$ cat config.mk
export PLATFORM = sky130hd
export DESIGN_NAME = urr_receiver
export DESIGN_NICKNAME = d
export VERILOG_FILES = /design/src/urr_pkg.sv /design/src/urr_receiver.sv
export SDC_FILE = /design/constraint.sdc
export NUM_CORES = 1
export LEC_CHECK = 0
export BUFFER_PORTS_ARGS = -buffer_cell sky130_fd_sc_hd__buf_2
export CAP_MARGIN = 10
export CORE_ASPECT_RATIO = 1.2
export CORE_MARGIN = 2
export CORE_UTILIZATION = 55
export DETAILED_ROUTE_END_ITERATION = 8
export HOLD_SLACK_MARGIN = 0.08
export PLACE_DENSITY = 0.81
export SYNTH_ARGS = -nofsm -noshare
export SYNTH_HDL_FRONTEND = slang
export SYNTH_SLANG_ARGS = --single-unit
$ cat constraint.sdc
create_clock -name aclk -period 3.75 [get_ports aclk]
set_clock_uncertainty 0.15 [all_clocks]
set_input_delay 0.5625 -clock aclk [delete_from_list [all_inputs] [get_ports aclk]]
set_output_delay 0.5625 -clock aclk [all_outputs]
set_load 0.005 [all_outputs]
$ cat src/urr_pkg.sv
// Purpose: shared constants for the serial receive path with clock recovery
// Assumes: register byte offsets on a 32-bit AXI4-Lite bus
// Notes: field positions of control and status words are named here
package urr_pkg;
  // ****************************************
  // register byte offsets
  // ****************************************
  localparam logic [3:0] OFS_CTRL = 4'h0; // control word
  localparam logic [3:0] OFS_BAUD = 4'h4; // sample-clock divisor
  localparam logic [3:0] OFS_STAT = 4'h8; // control_status_a
  localparam logic [3:0] OFS_DATA = 4'hc; // rx_data_register
  // ****************************************
  // control word fields
  // ****************************************
  localparam int CTL_EN = 0; // rx_enable_bit
  localparam int CTL_IE = 1; // rx_complete_irq_enable
  localparam int CTL_U2X = 2; // double_speed_bit
  localparam int CTL_PEN = 3; // parity_enable_bit
  localparam int CTL_POD = 4; // parity_type_select
  localparam int CTL_SBS = 5; // stop_bit_count_select, no effect here
  localparam int CTL_SZ = 6; // character size code, 3 bits
  localparam int CTL_W = 9; // width of control word
  localparam logic [8:0] CTL_RST = 9'h0c0; // 8 data bits, all off
  localparam logic [11:0] BAUD_RST = 12'h000; // tick every cycle
  // ****************************************
  // status word fields
  // ****************************************
  localparam int ST_RXC = 0; // rx_complete_flag
  localparam int ST_FE = 1; // frame_error_flag
  localparam int ST_DOR = 2; // data_overrun_flag
  localparam int ST_PE = 3; // parity_error_flag
  localparam int ST_B8 = 4; // ninth data bit
  // ****************************************
  // sampling
  // ****************************************
  localparam logic [4:0] SPB_NORM = 5'h10; // samples per bit, normal
  localparam logic [4:0] SPB_DBL = 5'h08; // samples per bit, double speed
  localparam logic [4:0] VOTE_NORM = 5'h08; // first centre sample, normal
  localparam logic [4:0] VOTE_DBL = 5'h04; // first centre sample, double
  localparam logic [4:0] SMP_FIRST = 5'h01; // first low sample of start
  localparam logic [1:0] RESP_OK = 2'h0; // axi okay
  localparam logic [1:0] RESP_ERR = 2'h2; // axi slave error
  // receive state, one-hot
  typedef enum logic [3:0] {
    RS_IDLE = 4'b0001,
    RS_START = 4'b0010,
    RS_DATA = 4'b0100,
    RS_STOP = 4'b1000
  } urr_state_t;
endpackage

$ cat src/urr_receiver.sv
// Purpose: asynchronous receive path with two-entry status-carrying buffer
// Assumes: serial_rx_pin synchronous to aclk; single 250 MHz clock
// Notes: registers reached over AXI4-Lite, one aligned word each
`timescale 1ns/10ps
`default_nettype none
// Operation
// - complete flag high while buffer holds data
// - clearing enable flushes buffer
// - interrupt requested while flag and enables set
// - error flags stored with each character
// - error flags read-only, raise no interrupt
// - frame error follows first stop bit only
// - overrun when full, waiting, new start
// - overrun cleared on successful transfer
// - parity error zero while checking disabled
// - parity checked per type, stored
// - parity error valid until data read; here it reads zero once checking is switched off
// - disable stops reception, releases pin
// - sixteen samples per bit, eight doubled
// - start bit voted, rejected if high
// - first low sample is sample one
// - resynchronise on every start bit
// - recovery machine sixteen or eight states
// - each bit by three-sample majority
// - frame ends at first stop bit
// - finished frame moves into buffer
// - unused upper data bits read zero
// - stop bit voted, low sets frame error
module urr_receiver (
  input wire logic aclk,
  input wire logic aresetn,
  input wire logic [31:0] s_axi_awaddr,
  input wire logic s_axi_awvalid,
  output logic s_axi_awready,
  input wire logic [31:0] s_axi_wdata,
  input wire logic [3:0] s_axi_wstrb,
  input wire logic s_axi_wvalid,
  output logic s_axi_wready,
  output logic [1:0] s_axi_bresp,
  output logic s_axi_bvalid,
  input wire logic s_axi_bready,
  input wire logic [31:0] s_axi_araddr,
  input wire logic s_axi_arvalid,
  output logic s_axi_arready,
  output logic [31:0] s_axi_rdata,
  output logic [1:0] s_axi_rresp,
  output logic s_axi_rvalid,
  input wire logic s_axi_rready,
  input wire logic serial_rx_pin,
  input wire logic global_irq_enable,
  output logic rx_pin_claimed,
  output logic rx_complete_irq
);
  // ****************************************
  // functions
  // ****************************************
  // two-of-three majority
  function automatic logic maj3(input logic [2:0] v);
    maj3 = (v[0] & v[1]) | (v[0] & v[2]) | (v[1] & v[2]);
  endfunction
  // data bits from size code: 0..3 give 5..8, 7 gives 9
  function automatic logic [3:0] nbits(input logic [2:0] sz);
    if (sz == 3'h7) begin
      nbits = 4'h9;
    end else if (sz[2]) begin
      nbits = 4'h8;
    end else begin
      nbits = 4'h5 + {2'h0, sz[1:0]};
    end
  endfunction

  // ****************************************
  // registers and state
  // ****************************************
  logic [8:0] ctl_q; // control word
  logic [11:0] baud_q; // divisor
  logic [11:0] div_q; // divider count
  logic tick; // one-cycle sample enable
  urr_pkg::urr_state_t st_q; // recovery state
  logic [4:0] smp_q; // sample number inside bit
  logic [3:0] bit_q; // data/parity bit index
  logic [1:0] vote_q; // first two centre samples
  logic prev_q; // previous sample, for edge search
  logic [8:0] shr_q; // receive shift register
  logic par_q; // received parity bit
  logic pend_q; // frame waiting in shift register
  logic [8:0] pend_dat_q; // waiting character
  logic pend_fe_q; // waiting frame error
  logic pend_pe_q; // waiting parity error
  logic dor_q; // overrun to attach to next transfer
  logic [11:0] fifo_q [2]; // {b8, pe, dor, fe, data}
  logic wp_q; // write pointer
  logic rp_q; // read pointer
  logic [1:0] cnt_q; // entries held
  logic en; // receiver enabled
  logic u2x; // double speed
  logic pen; // parity checking on
  logic [4:0] spb; // samples per bit
  logic [4:0] vfirst; // first centre sample
  logic at_vote; // last centre sample this tick
  logic bitval; // voted bit value
  logic fall; // falling edge seen this tick
  logic full; // buffer holds two
  logic push; // transfer into buffer
  logic pop; // data register read
  logic [3:0] nd; // data bits per frame
  logic [11:0] head; // oldest entry
  logic rxc; // rx_complete_flag

  assign en = ctl_q[urr_pkg::CTL_EN];
  assign u2x = ctl_q[urr_pkg::CTL_U2X];
  assign pen = ctl_q[urr_pkg::CTL_PEN];
  assign nd = nbits(ctl_q[urr_pkg::CTL_SZ +: 3]);
  // sample rate per mode
  assign spb = u2x ? urr_pkg::SPB_DBL : urr_pkg::SPB_NORM;
  assign vfirst = u2x ? urr_pkg::VOTE_DBL : urr_pkg::VOTE_NORM;
  assign at_vote = tick && (smp_q == vfirst + 5'h02);
  // three centre samples voted
  assign bitval = maj3({vote_q, serial_rx_pin});
  assign fall = tick && prev_q && !serial_rx_pin;
  assign full = cnt_q[1];
  assign rxc = (cnt_q != 2'h0);
  assign head = fifo_q[rp_q];
  assign push = pend_q && !full;
  // pin handed back while disabled
  assign rx_pin_claimed = en;
  // level request, no error source feeds it
  assign rx_complete_irq = rxc && ctl_q[urr_pkg::CTL_IE] &&
                           global_irq_enable;

  // ****************************************
  // axi4-lite slave
  // ****************************************
  logic aw_q; // address held
  logic w_q; // data held
  logic [3:0] awa_q; // held write offset
  logic [31:0] wd_q; // held write data
  logic [3:0] ws_q; // held strobes
  logic wr_go; // both halves present
  logic ar_hs; // read address taken
  logic [3:0] ara; // read offset

  assign s_axi_awready = !aw_q && !s_axi_bvalid;
  assign s_axi_wready = !w_q && !s_axi_bvalid;
  assign wr_go = aw_q && w_q && !s_axi_bvalid;
  assign s_axi_arready = !s_axi_rvalid;
  assign ar_hs = s_axi_arvalid && s_axi_arready;
  assign ara = s_axi_araddr[3:0];
  // reading data register advances buffer
  assign pop = ar_hs && (ara == urr_pkg::OFS_DATA) && rxc;

  // write channel capture, either order
  always_ff @(posedge aclk) begin
    if (!aresetn) begin
      aw_q <= 1'b0;
      w_q <= 1'b0;
      awa_q <= 4'h0;
      wd_q <= 32'h0;
      ws_q <= 4'h0;
    end else begin
      if (s_axi_awvalid && s_axi_awready) begin
        aw_q <= 1'b1;
        awa_q <= s_axi_awaddr[3:0];
      end else if (wr_go) begin
        aw_q <= 1'b0;
      end
      if (s_axi_wvalid && s_axi_wready) begin
        w_q <= 1'b1;
        wd_q <= s_axi_wdata;
        ws_q <= s_axi_wstrb;
      end else if (wr_go) begin
        w_q <= 1'b0;
      end
    end
  end

  // write response and register update
  always_ff @(posedge aclk) begin
    if (!aresetn) begin
      s_axi_bvalid <= 1'b0;
      s_axi_bresp <= urr_pkg::RESP_OK;
      ctl_q <= urr_pkg::CTL_RST;
      baud_q <= urr_pkg::BAUD_RST;
    end else begin
      if (wr_go) begin
        s_axi_bvalid <= 1'b1;
        s_axi_bresp <= urr_pkg::RESP_OK;
        case (awa_q)
          urr_pkg::OFS_CTRL: begin
            if (ws_q[0]) begin
              ctl_q[7:0] <= wd_q[7:0];
            end
            if (ws_q[1]) begin
              ctl_q[8] <= wd_q[8];
            end
          end
          urr_pkg::OFS_BAUD: begin
            if (ws_q[0]) begin
              baud_q[7:0] <= wd_q[7:0];
            end
            if (ws_q[1]) begin
              baud_q[11:8] <= wd_q[11:8];
            end
          end
          // status flags ignore writes
          urr_pkg::OFS_STAT: ;
          urr_pkg::OFS_DATA: ;
          default: s_axi_bresp <= urr_pkg::RESP_ERR;
        endcase
      end else if (s_axi_bready) begin
        s_axi_bvalid <= 1'b0;
      end
    end
  end

  // read channel, data sampled at address accept
  always_ff @(posedge aclk) begin
    if (!aresetn) begin
      s_axi_rvalid <= 1'b0;
      s_axi_rdata <= 32'h0;
      s_axi_rresp <= urr_pkg::RESP_OK;
    end else if (ar_hs) begin
      s_axi_rvalid <= 1'b1;
      s_axi_rresp <= urr_pkg::RESP_OK;
      s_axi_rdata <= 32'h0;
      case (ara)
        urr_pkg::OFS_CTRL: s_axi_rdata[8:0] <= ctl_q;
        urr_pkg::OFS_BAUD: s_axi_rdata[11:0] <= baud_q;
        urr_pkg::OFS_STAT: begin
          s_axi_rdata[urr_pkg::ST_RXC] <= rxc;
          s_axi_rdata[urr_pkg::ST_FE] <= rxc && head[8];
          s_axi_rdata[urr_pkg::ST_DOR] <= rxc && head[9];
          // masked while checking is off
          s_axi_rdata[urr_pkg::ST_PE] <= rxc && head[10] && pen;
          s_axi_rdata[urr_pkg::ST_B8] <= rxc && head[11];
        end
        // upper bits already zero from the shift register
        urr_pkg::OFS_DATA: s_axi_rdata[7:0] <= rxc ? head[7:0] : 8'h00;
        default: s_axi_rresp <= urr_pkg::RESP_ERR;
      endcase
    end else if (s_axi_rready) begin
      s_axi_rvalid <= 1'b0;
    end
  end

  // ****************************************
  // sample clock divider
  // ****************************************
  // one-cycle tick every baud_q+1 cycles
  always_ff @(posedge aclk) begin
    if (!aresetn || !en) begin
      div_q <= 12'h000;
    end else if (div_q >= baud_q) begin
      div_q <= 12'h000;
    end else begin
      div_q <= div_q + 12'h001;
    end
  end
  assign tick = en && (div_q >= baud_q);

  // ****************************************
  // clock and data recovery
  // ****************************************
  // state machine, dropped at once on disable
  always_ff @(posedge aclk) begin
    if (!aresetn || !en) begin
      st_q <= urr_pkg::RS_IDLE;
      smp_q <= 5'h00;
      bit_q <= 4'h0;
      vote_q <= 2'h0;
      prev_q <= 1'b0;
      shr_q <= 9'h000;
      par_q <= 1'b0;
    end else if (tick) begin
      prev_q <= serial_rx_pin;
      // collect the centre samples
      if (smp_q == vfirst || smp_q == vfirst + 5'h01) begin
        vote_q <= {vote_q[0], serial_rx_pin};
      end
      case (st_q)
        urr_pkg::RS_IDLE: begin
          // a falling edge seen in idle restarts bit timing
          if (fall) begin
            st_q <= urr_pkg::RS_START;
            // this tick was sample one, so the next one is two
            smp_q <= urr_pkg::SMP_FIRST + 5'h01;
            bit_q <= 4'h0;
            shr_q <= 9'h000;
          end
        end
        urr_pkg::RS_START: begin
          if (at_vote && bitval) begin
            st_q <= urr_pkg::RS_IDLE; // noise spike
            prev_q <= 1'b0;
          end else if (smp_q == spb) begin
            st_q <= urr_pkg::RS_DATA;
            smp_q <= urr_pkg::SMP_FIRST;
          end else begin
            smp_q <= smp_q + 5'h01;
          end
        end
        urr_pkg::RS_DATA: begin
          if (at_vote) begin
            if (bit_q < nd) begin
              shr_q[bit_q] <= bitval;
            end else begin
              par_q <= bitval;
            end
          end
          if (smp_q == spb) begin
            smp_q <= urr_pkg::SMP_FIRST;
            if (bit_q == nd - {3'h0, !pen}) begin
              st_q <= urr_pkg::RS_STOP;
            end else begin
              bit_q <= bit_q + 4'h1;
            end
          end else begin
            smp_q <= smp_q + 5'h01;
          end
        end
        urr_pkg::RS_STOP: begin
          // frame ends at first stop vote
          if (at_vote) begin
            st_q <= urr_pkg::RS_IDLE;
          end else begin
            smp_q <= smp_q + 5'h01;
          end
        end
        default: st_q <= urr_pkg::RS_IDLE;
      endcase
    end
  end

  // ****************************************
  // shift-register hold and overrun
  // ****************************************
  logic done; // first stop bit voted
  assign done = (st_q == urr_pkg::RS_STOP) && at_vote;

  // waiting frame and its flags
  always_ff @(posedge aclk) begin
    if (!aresetn || !en) begin
      pend_q <= 1'b0;
      pend_dat_q <= 9'h000;
      pend_fe_q <= 1'b0;
      pend_pe_q <= 1'b0;
      dor_q <= 1'b0;
    end else begin
      if (done) begin
        pend_q <= 1'b1;
        pend_dat_q <= shr_q;
        pend_fe_q <= !bitval;
        // even at type zero, odd at one
        pend_pe_q <= pen && (^shr_q ^ par_q ^ ctl_q[urr_pkg::CTL_POD]);
      end else if (push) begin
        pend_q <= 1'b0;
      end
      // new start overwrites the waiting frame
      if (st_q == urr_pkg::RS_IDLE && fall && pend_q && full) begin
        dor_q <= 1'b1;
        pend_q <= 1'b0;
      end else if (push) begin
        dor_q <= 1'b0;
      end
    end
  end

  // ****************************************
  // two-entry receive buffer
  // ****************************************
  // pointers and fill, flushed on disable
  always_ff @(posedge aclk) begin
    if (!aresetn || !en) begin
      wp_q <= 1'b0;
      rp_q <= 1'b0;
      cnt_q <= 2'h0;
    end else begin
      if (push) begin
        wp_q <= !wp_q;
      end
      if (pop) begin
        rp_q <= !rp_q;
      end
      if (push && !pop) begin
        cnt_q <= cnt_q + 2'h1;
      end else if (pop && !push) begin
        cnt_q <= cnt_q - 2'h1;
      end
    end
  end

  // entry storage with flags
  always_ff @(posedge aclk) begin
    if (!aresetn) begin
      fifo_q[0] <= 12'h000;
      fifo_q[1] <= 12'h000;
    end else if (push) begin
      fifo_q[wp_q] <= {pend_dat_q[8], pend_pe_q, dor_q, pend_fe_q,
                       pend_dat_q[7:0]};
    end
  end
endmodule
`default_nettype wire

==> results.txt, run 1 <==
----------------------------------------------------
[Worst hold path]
  Hold wc startpoint ... s_axi_wstrb[1]
  Hold path depth ... 3
  Hold Crit Class ... in2reg
  Sink of the worst hold path ... ws_q[1]

[Pwr]
  VDD IR-drop max ... roughly 300 uV
  Post-layout power ... ~3300 uW
  Leak Pwr ... about 0.0032 uW
  Power density relative to cell area ... about 430 mW/mm2

[STA]
  Setup repair after global routing missed its margin ... false
  Period utilization ... roughly four fifths
  Post-route setup TNS ... 0 ps
  Final count of pins violating max slew ... 0
  Slack of the critical path ... 709 ps
  Max Clock Freq ... around 330 MHz
  Slew margin rel. ... about a quarter
  Slew at the pin with the worst max-slew slack ... 1110 ps
  # setup viols final ... 0
  Number of hold-slack violations in the final timing report ... 0
  Final hold slack ... approximately 240 ps
  Post-layout min period ... 3040 ps

[GRT]
  Initial antenna violation count ... 0
  Pin count of the biggest net entering global routing ... 63
  Wire length of the first global-routing pass ... 26200 um
  Global routing usage summed across all routing layers ... 24.3%
  Overflow after GRT ... 0
  Vias in the first global route ... roughly 5400

[Synthesis]
  Post-synth top area cell ... sky130_fd_sc_hd__dfxtp_1
  Post-synth top cells ... sky130_fd_sc_hd__dfxtp_1 (113), sky130_fd_sc_hd__nand2_1 (75), sky130_fd_sc_hd__nor2_1 (57), sky130_fd_sc_hd__clkbuf_1 (35), sky130_fd_sc_hd__a21oi_1 (34)
  Post-Syn Instances ... 750
  Top FF cell, synth ... sky130_fd_sc_hd__dfxtp_1
  Post-synthesis area per instance ... between 9 and 10 um2
  Dominant cell by count in the synthesized netlist ... sky130_fd_sc_hd__dfxtp_1
  Share of the synthesized area in the top cell type ... between 30 and 40%
  Synthesis warning total ... 0
  Fraction of registers with async set/reset ... 0%
  Sequential share of the synthesized area ... approximately 43%
  Distinct cell type count of the synthesized netlist ... 69
  Post-Syn Area ... slightly below 0.007 mm2
  Total of flip-flops plus latches after synthesis ... 137
  Top area cells in the synthesized netlist ... sky130_fd_sc_hd__dfxtp_1 (33%), sky130_fd_sc_hd__edfxtp_1 (10%), sky130_fd_sc_hd__ha_1 (5.0%), sky130_fd_sc_hd__mux2i_1 (4.6%), sky130_fd_sc_hd__nand2_1 (4.1%)
  Number of synthesized flops with an enable pin ... 24

[Critical path]
  Req. time, crit path ... just under 4000 ps
  Setup CP Type ... reg2reg
  Worst Setup Start Kind ... register
  Worst reg2reg path depth ... 9
  Critical path endpoint category ... register
  Arrival time of the worst setup path ... 3190 ps
  R2R Path End ... vote_q[0]
  Launch instance of the worst register-to-register path ... baud_q[11]
  Largest fanout on the critical path ... 11
  Setup slack on the worst flop-to-flop path ... 710 ps

[Route]
  Final routed wirelength across all metal layers ... approximately 16000 um
  # DRC ... 0
  Top metal layer carrying routed signals ... met4
  DRT Pass-1 Iters ... 6
  Final antenna-violating net count ... 0
  Vias per inst ... about 5.8
  Length of routed met2 wiring ... about 8300 um
  Initial DRC count ... 477
  Sum of met3 wire segment lengths after detailed routing ... a little over 1000 um
  Via count ... 5551
  Average wire per standard cell ... about 17 um
  Metal1 wirelength ... between 6000 and 7000 um

[CTS]
  Clock tree root driver cell ... sky130_fd_sc_hd__clkbuf_16
  CTS Hold Buffers Added ... 0
  Clock-pin slew on the worst setup and hold paths ... about 60 ps
  TritonCTS clock tree ... done
  H-tree levels ... 4
  Number of buffers created by CTS ... 17
  Post_cts resized ... 0
  Number of setup buffers added after CTS ... 0
  Total number of clock tree sinks ... 137
  Deepest clock path buffer count ... 2
  Worst-Skew Late Latency ... around 420 ps

[Final layout]
  Synthesis-to-finish area growth ... 12.2%
  Fraction of final layout cells sized beyond drive strength 1 ... between 10 and 15%
  Final antenna diode count ... 0
  NumNets Final ... 923
  Non-filler instance count after layout ... 960

[Die]
  Total core area ... around 0.012 mm2
  Die Width ... 107 um
  I/O pin count ... 152
  Initial core utilization ... 56.8%
  Rows ... 44
  Die Y-Extent ... 127 um
  Die outline area ... ~0.014 mm2

[Job]
  Max-Cap Viols ... 0

[Placement]
  Input/output buffers ... 51
  Final RePlAce weighted congestion ... approximately 0.87
  Post-placement cell count ... between 900 and 1000
  Setup slack at placement ... 730 ps
  Half-perimeter wire length after placement ... 11400 um

[Run status]
  Outcome ... complete, no violations

----------------------------------------------------
==> how the worst max path moves through the flow <==
| stage | to | startpoint | depth (start not counted) | slack, ps |
|---|---|---|---|---|
| floorplan | st_q[1] | ctl_q[6] | 12 | 1080 |
| global placement | vote_q[1] | baud_q[11] | 9 | 790 |
| detailed placement | vote_q[0] | baud_q[9] | 9 | 730 |
| CTS | vote_q[0] | baud_q[9] | 9 | 680 |
| global route | st_q[1] | ctl_q[6] | 12 | 390 |
| finish | vote_q[0] | baud_q[11] | 9 | 710 |
==> cell usage in the layout (no fill, tap or decap), types with 4 or more instances in the layout <==
cell type,synthesis,layout
sky130_fd_sc_hd__dfxtp_1,113,113
sky130_fd_sc_hd__nand2_1,75,75
sky130_fd_sc_hd__nor2_1,57,57
sky130_fd_sc_hd__buf_2,4,51
sky130_fd_sc_hd__a21oi_1,34,34
sky130_fd_sc_hd__mux2i_1,32,32
sky130_fd_sc_hd__and2_1,31,31
sky130_fd_sc_hd__ha_1,28,28
sky130_fd_sc_hd__inv_1,26,26
sky130_fd_sc_hd__o21ai_0,26,26
sky130_fd_sc_hd__nand3_1,25,25
sky130_fd_sc_hd__a21boi_0,25,25
sky130_fd_sc_hd__nor2b_1,24,24
sky130_fd_sc_hd__edfxtp_1,24,24
sky130_fd_sc_hd__conb_1,1,22
sky130_fd_sc_hd__clkbuf_16,0,17
sky130_fd_sc_hd__xor2_1,15,15
sky130_fd_sc_hd__xnor2_1,14,14
sky130_fd_sc_hd__nand4_1,10,10
sky130_fd_sc_hd__nand2b_1,9,9
sky130_fd_sc_hd__o211a_1,8,8
sky130_fd_sc_hd__o211ai_1,8,8
sky130_fd_sc_hd__buf_4,22,8
sky130_fd_sc_hd__and3_1,7,7
sky130_fd_sc_hd__nor3_1,6,6
sky130_fd_sc_hd__a222oi_1,6,6
sky130_fd_sc_hd__a31oi_1,5,5
sky130_fd_sc_hd__clkinv_2,0,5
sky130_fd_sc_hd__nand3b_1,4,4
sky130_fd_sc_hd__o21ai_1,4,4
sky130_fd_sc_hd__nor3b_1,4,4
sky130_fd_sc_hd__a31o_1,4,4
sky130_fd_sc_hd__mux2_2,4,4
sky130_fd_sc_hd__clkinv_4,0,4
==> sequential cells by signal, summed over array words and instances (netlist names), 2 cells and up, named ones only <==
signal,flops
div_q,12
cnt_q,2
ws_q,2
shr_q,9
wd_q,12
pend_dat_q,9
vote_q,2
bit_q,4
baud_q,12
smp_q,5
st_q,4
ctl_q,9
s_axi_rdata,12
awa_q,4
fifo_q,24
==> stage by stage <==
stage / util (%) / area (um2)
global placement: 59.0 / 7210
CTS: 63.8 / 7790
detailed placement: 59.0 / 7210
global route: 63.8 / 7790
finish: 63.8 / 7790
floorplan: - / 7020
==> worst max-delay path, cell delays in order, from the launching register on <==
cell                      delay (ps)
sky130_fd_sc_hd__dfxtp_1         400
sky130_fd_sc_hd__inv_1            70
sky130_fd_sc_hd__ha_1            330
sky130_fd_sc_hd__nand4_2         140
sky130_fd_sc_hd__or3_4           430
sky130_fd_sc_hd__nor3_2          210
sky130_fd_sc_hd__o21ai_1         310
sky130_fd_sc_hd__or4_4           650
sky130_fd_sc_hd__mux2i_1         170
sky130_fd_sc_hd__nor2_1           50
==> power breakdown <==
| part | total (uW) | switching (uW) | internal (uW) |
|---|---|---|---|
| logic | 134 | 78.0 | 56.0 |
| clock network | 1640 | 658 | 978 |
| registers | 1560 | 24.2 | 1530 |
| total | 3330 | 761 | 2570 |
==> layout make-up <==
| cell class | count | area, um2 |
|---|---|---|
| Tap cell | 161 | 201 |
| Clock buffer | 17 | 425 |
| Sequential cell | 137 | 2980 |
| Clock inverter | 15 | 153 |
| Fill cell | 960 | 4430 |
| Inverter | 26 | 97.6 |
| Timing Repair Buffer | 59 | 315 |
| Multi-Input combinational cell | 545 | 3620 |
==> cell families (layout without fill, tap and decap cells) <==
kind of cell,after synthesis,in the layout,synth area share (%)
AOI/OAI and AO/OA,152,152,15.5
xor gates and xnor gates,29,29,3.66
adders and majority gates,29,29,5.19
buffers and inverters,89,117,6.20
DFF,137,137,42.9
muxes,39,39,6.23
other,1,22,0.0540
and+or+nand+nor,274,274,20.2
==> layer usage <==
layer	global-route usage, %	up-vias
li1	-	2671
met1	27.9	2623
met2	44.2	223
met3	4.95	34
met4	9.63	0
met5	0	-
Power figures use the tool's default switching activity.
==> run 2, diff against run 1 <==
--- a/config.mk
+++ b/config.mk
@@ -9,10 +9,10 @@
 export CAP_MARGIN = 10
 export CORE_ASPECT_RATIO = 1.2
 export CORE_MARGIN = 2
-export CORE_UTILIZATION = 55
+export CORE_UTILIZATION = 49
 export DETAILED_ROUTE_END_ITERATION = 8
 export HOLD_SLACK_MARGIN = 0.08
-export PLACE_DENSITY = 0.81
+export PLACE_DENSITY = 0.76
 export SYNTH_ARGS = -nofsm -noshare
 export SYNTH_HDL_FRONTEND = slang
 export SYNTH_SLANG_ARGS = --single-unit
==> constraint.sdc (replaced) <==
create_clock -name aclk -period 2.7 [get_ports aclk]
set_clock_uncertainty 0.15 [all_clocks]
set_input_delay 0.405 -clock aclk [delete_from_list [all_inputs] [get_ports aclk]]
set_output_delay 0.405 -clock aclk [all_outputs]
set_load 0.005 [all_outputs]
==> results.txt, run 2 (synthesized netlist as in run 1, its figures left out) <==
----------------------------------------------------
[Worst hold path]
  Sink of the worst hold path ... wd_q[7]
  Hold wc startpoint ... s_axi_wdata[7]
  Hold path depth ... 3
  Hold Crit Class ... in2reg

[Route]
  # DRC ... 0
  Vias per inst ... 5.59
  Via count ... around 5700
  Final routed wirelength across all metal layers ... between 15000 and 20000 um
  Final antenna-violating net count ... 0
  Average wire per standard cell ... between 15 and 20 um
  Initial DRC count ... 432
  DRT Pass-1 Iters ... 5

[Final layout]
  Most frequent standard cell in the layout excluding fill and tap cells ... sky130_fd_sc_hd__dfxtp_1
  Flip-flop count of the largest register after layout ... 24
  Fraction of final layout cells sized beyond drive strength 1 ... between 20% and 30%
  Synthesis-to-finish area growth ... 21.9%
  Storage cell area ... ~0.0030 mm2
  Total of fill cells in the finished design ... 1107
  Multi-input logic area ... 0.00379 mm2
  NumNets Final ... just under 1000
  Final antenna diode count ... 0
  Most frequent cells in the layout ... sky130_fd_sc_hd__dfxtp_1 (109), sky130_fd_sc_hd__nand2_1 (75), sky130_fd_sc_hd__nor2_1 (54), sky130_fd_sc_hd__buf_2 (52), sky130_fd_sc_hd__buf_4 (46)
  Largest register by flop count ... fifo_q

[STA]
  Number of hold-slack violations in the final timing report ... 0
  # setup viols final ... 1
  Setup repair after global routing missed its margin ... true
  Post-layout min period ... about 2700 ps
  Max Clock Freq ... 366 MHz
  Slew margin rel. ... around 45%
  Period utilization ... 101%
  Final hold slack ... a little over 90 ps
  Slack of the critical path ... -34.3 ps
  Final count of pins violating max slew ... 0
  Slew at the pin with the worst max-slew slack ... between 800 and 900 ps

[Critical path]
  Setup CP Type ... reg2reg
  Setup slack on the worst flop-to-flop path ... -30 ps
  R2R Path End ... bit_q[3]
  Req. time, crit path ... 2900 ps
  Critical path endpoint category ... register
  Worst Setup Start Kind ... register
  Largest fanout on the critical path ... 2
  Worst reg2reg path depth ... 13
  Arrival time of the worst setup path ... about 2900 ps
  Launch instance of the worst register-to-register path ... ctl_q[7]

[Pwr]
  VDD IR-drop max ... 557 uV
  Proportion of power drawn by flip-flops and latches ... 43.0%
  Cell-internal power ... roughly 4000 uW
  Clock network fraction of total power ... a little over half
  Switching Fraction ... a little over a fifth
  Leak Pwr ... between 0.003 and 0.004 uW
  Post-layout power ... roughly 5000 uW
  Switch Pwr ... roughly 1100 uW
  Combinational Power Share ... 4.1%
  Power density relative to cell area ... around 590 mW/mm2

[GRT]
  Wire length of the first global-routing pass ... 26700 um
  Overflow after GRT ... 0
  Initial antenna violation count ... 1
  Global routing usage summed across all routing layers ... a little over a fifth
  Pin count of the biggest net entering global routing ... 57
  Vias in the first global route ... 5468

[Run status]
  Outcome ... finished, violations left
  Failing checks ... setup timing

[Die]
  Die Y-Extent ... 134 um
  Rows ... 47
  Die outline area ... approximately 0.015 mm2
  I/O pin count ... around 150
  Initial core utilization ... about 50%
  Total core area ... 0.0138 mm2
  Die Width ... about 110 um

[CTS]
  Total number of clock tree sinks ... ~140
  Worst-Skew Late Latency ... between 400 and 500 ps
  Clock tree root driver cell ... sky130_fd_sc_hd__clkbuf_16
  H-tree levels ... 4
  Number of buffers created by CTS ... 17
  Clock-pin slew on the worst setup and hold paths ... roughly 60 ps
  TritonCTS clock tree ... done
  Deepest clock path buffer count ... 2

[Placement]
  Final RePlAce weighted congestion ... approximately 0.87
  Input/output buffers ... 51
  Half-perimeter wire length after placement ... 11200 um

[Job]
  Max-Cap Viols ... 0

----------------------------------------------------
## run 2: per-stage QoR
| step | utilization [%] | instance area [um2] | cells | setup WS [ps] | setup TNS [ps] |
|---|---|---|---|---|---|
| floorplan | - | 7020 | 771 | 27.8 | 0 |
| global placement | 54.2 | 7490 | 973 | -153 | -601 |
| global route | 61.3 | 8470 | 1019 | -144 | -929 |
| finish | 61.3 | 8470 | 1019 | -34.3 | -34.3 |
| CTS | 60.4 | 8350 | 1017 | -18.4 | -18.4 |
| detailed placement | 54.2 | 7490 | 973 | -204 | -904 |
## run 2: critical path, stage by stage, from the launching register on
cell	delay, ps
sky130_fd_sc_hd__dfxtp_2	360
sky130_fd_sc_hd__ha_4	140
sky130_fd_sc_hd__and2_4	160
sky130_fd_sc_hd__nor2_4	40
sky130_fd_sc_hd__ha_4	160
sky130_fd_sc_hd__ha_4	170
sky130_fd_sc_hd__xor2_4	160
sky130_fd_sc_hd__nor2_2	150
sky130_fd_sc_hd__a221oi_2	80
sky130_fd_sc_hd__buf_4	160
sky130_fd_sc_hd__a211oi_4	230
sky130_fd_sc_hd__nand4_1	110
sky130_fd_sc_hd__or4_1	440
sky130_fd_sc_hd__a21oi_2	140
## run 2: worst max-delay path by stage
stage               startpoint        to  slack [ps]  cells after the start
finish                ctl_q[7]  bit_q[3]         -30                     13
global route          ctl_q[6]  bit_q[3]        -140                     13
CTS                   ctl_q[7]  bit_q[3]         -20                     13
detailed placement    ctl_q[7]   st_q[3]        -200                     12
global placement      ctl_q[7]   st_q[3]        -150                     12
floorplan             ctl_q[6]   st_q[1]          30                     12
## run 2: layout make-up
| type | instances | area share (%) |
|---|---|---|
| inverters | 26 | 1.15 |
| well taps | 171 | 2.53 |
| clock inverters | 14 | 2.90 |
| clock buffers | 18 | 5.07 |
| repair buffers | 108 | 8.35 |
| multi-input cells | 545 | 44.7 |
| flip-flops and latches | 137 | 35.3 |
## run 2: routing by layer
layer | up-vias | GRT usage (%) | wire length [um] | part of all wire, %
met3 | 30 | 4.88 | 834 | 5.0
met1 | 2705 | 26.0 | 6900 | 42
li1 | 2770 | - | - | -
met4 | 2 | 7.45 | 319 | 1.9
met5 | - | 0 | 7 | 0.042
met2 | 191 | 39.2 | 8540 | 51
## run 2: repair_timing
item	CTS	global route
pin swaps	10	15
gates cloned	0	1
endpoints found under the setup margin	6	23
hold buffers	9	0
endpoints found under the hold margin	8	0
gates resized for setup	17	26
setup buffers	3	1
## run 2: power by group through the flow
stage	sequential (uW)	combinational (uW)	clock [uW]
4_1_cts	2160	201	2670
5_1_grt	2160	225	2770
2_1_floorplan	2190	140	0
3_5_place_dp	2200	185	0
6_report	2160	203	2660
3_3_place_gp	2200	183	0
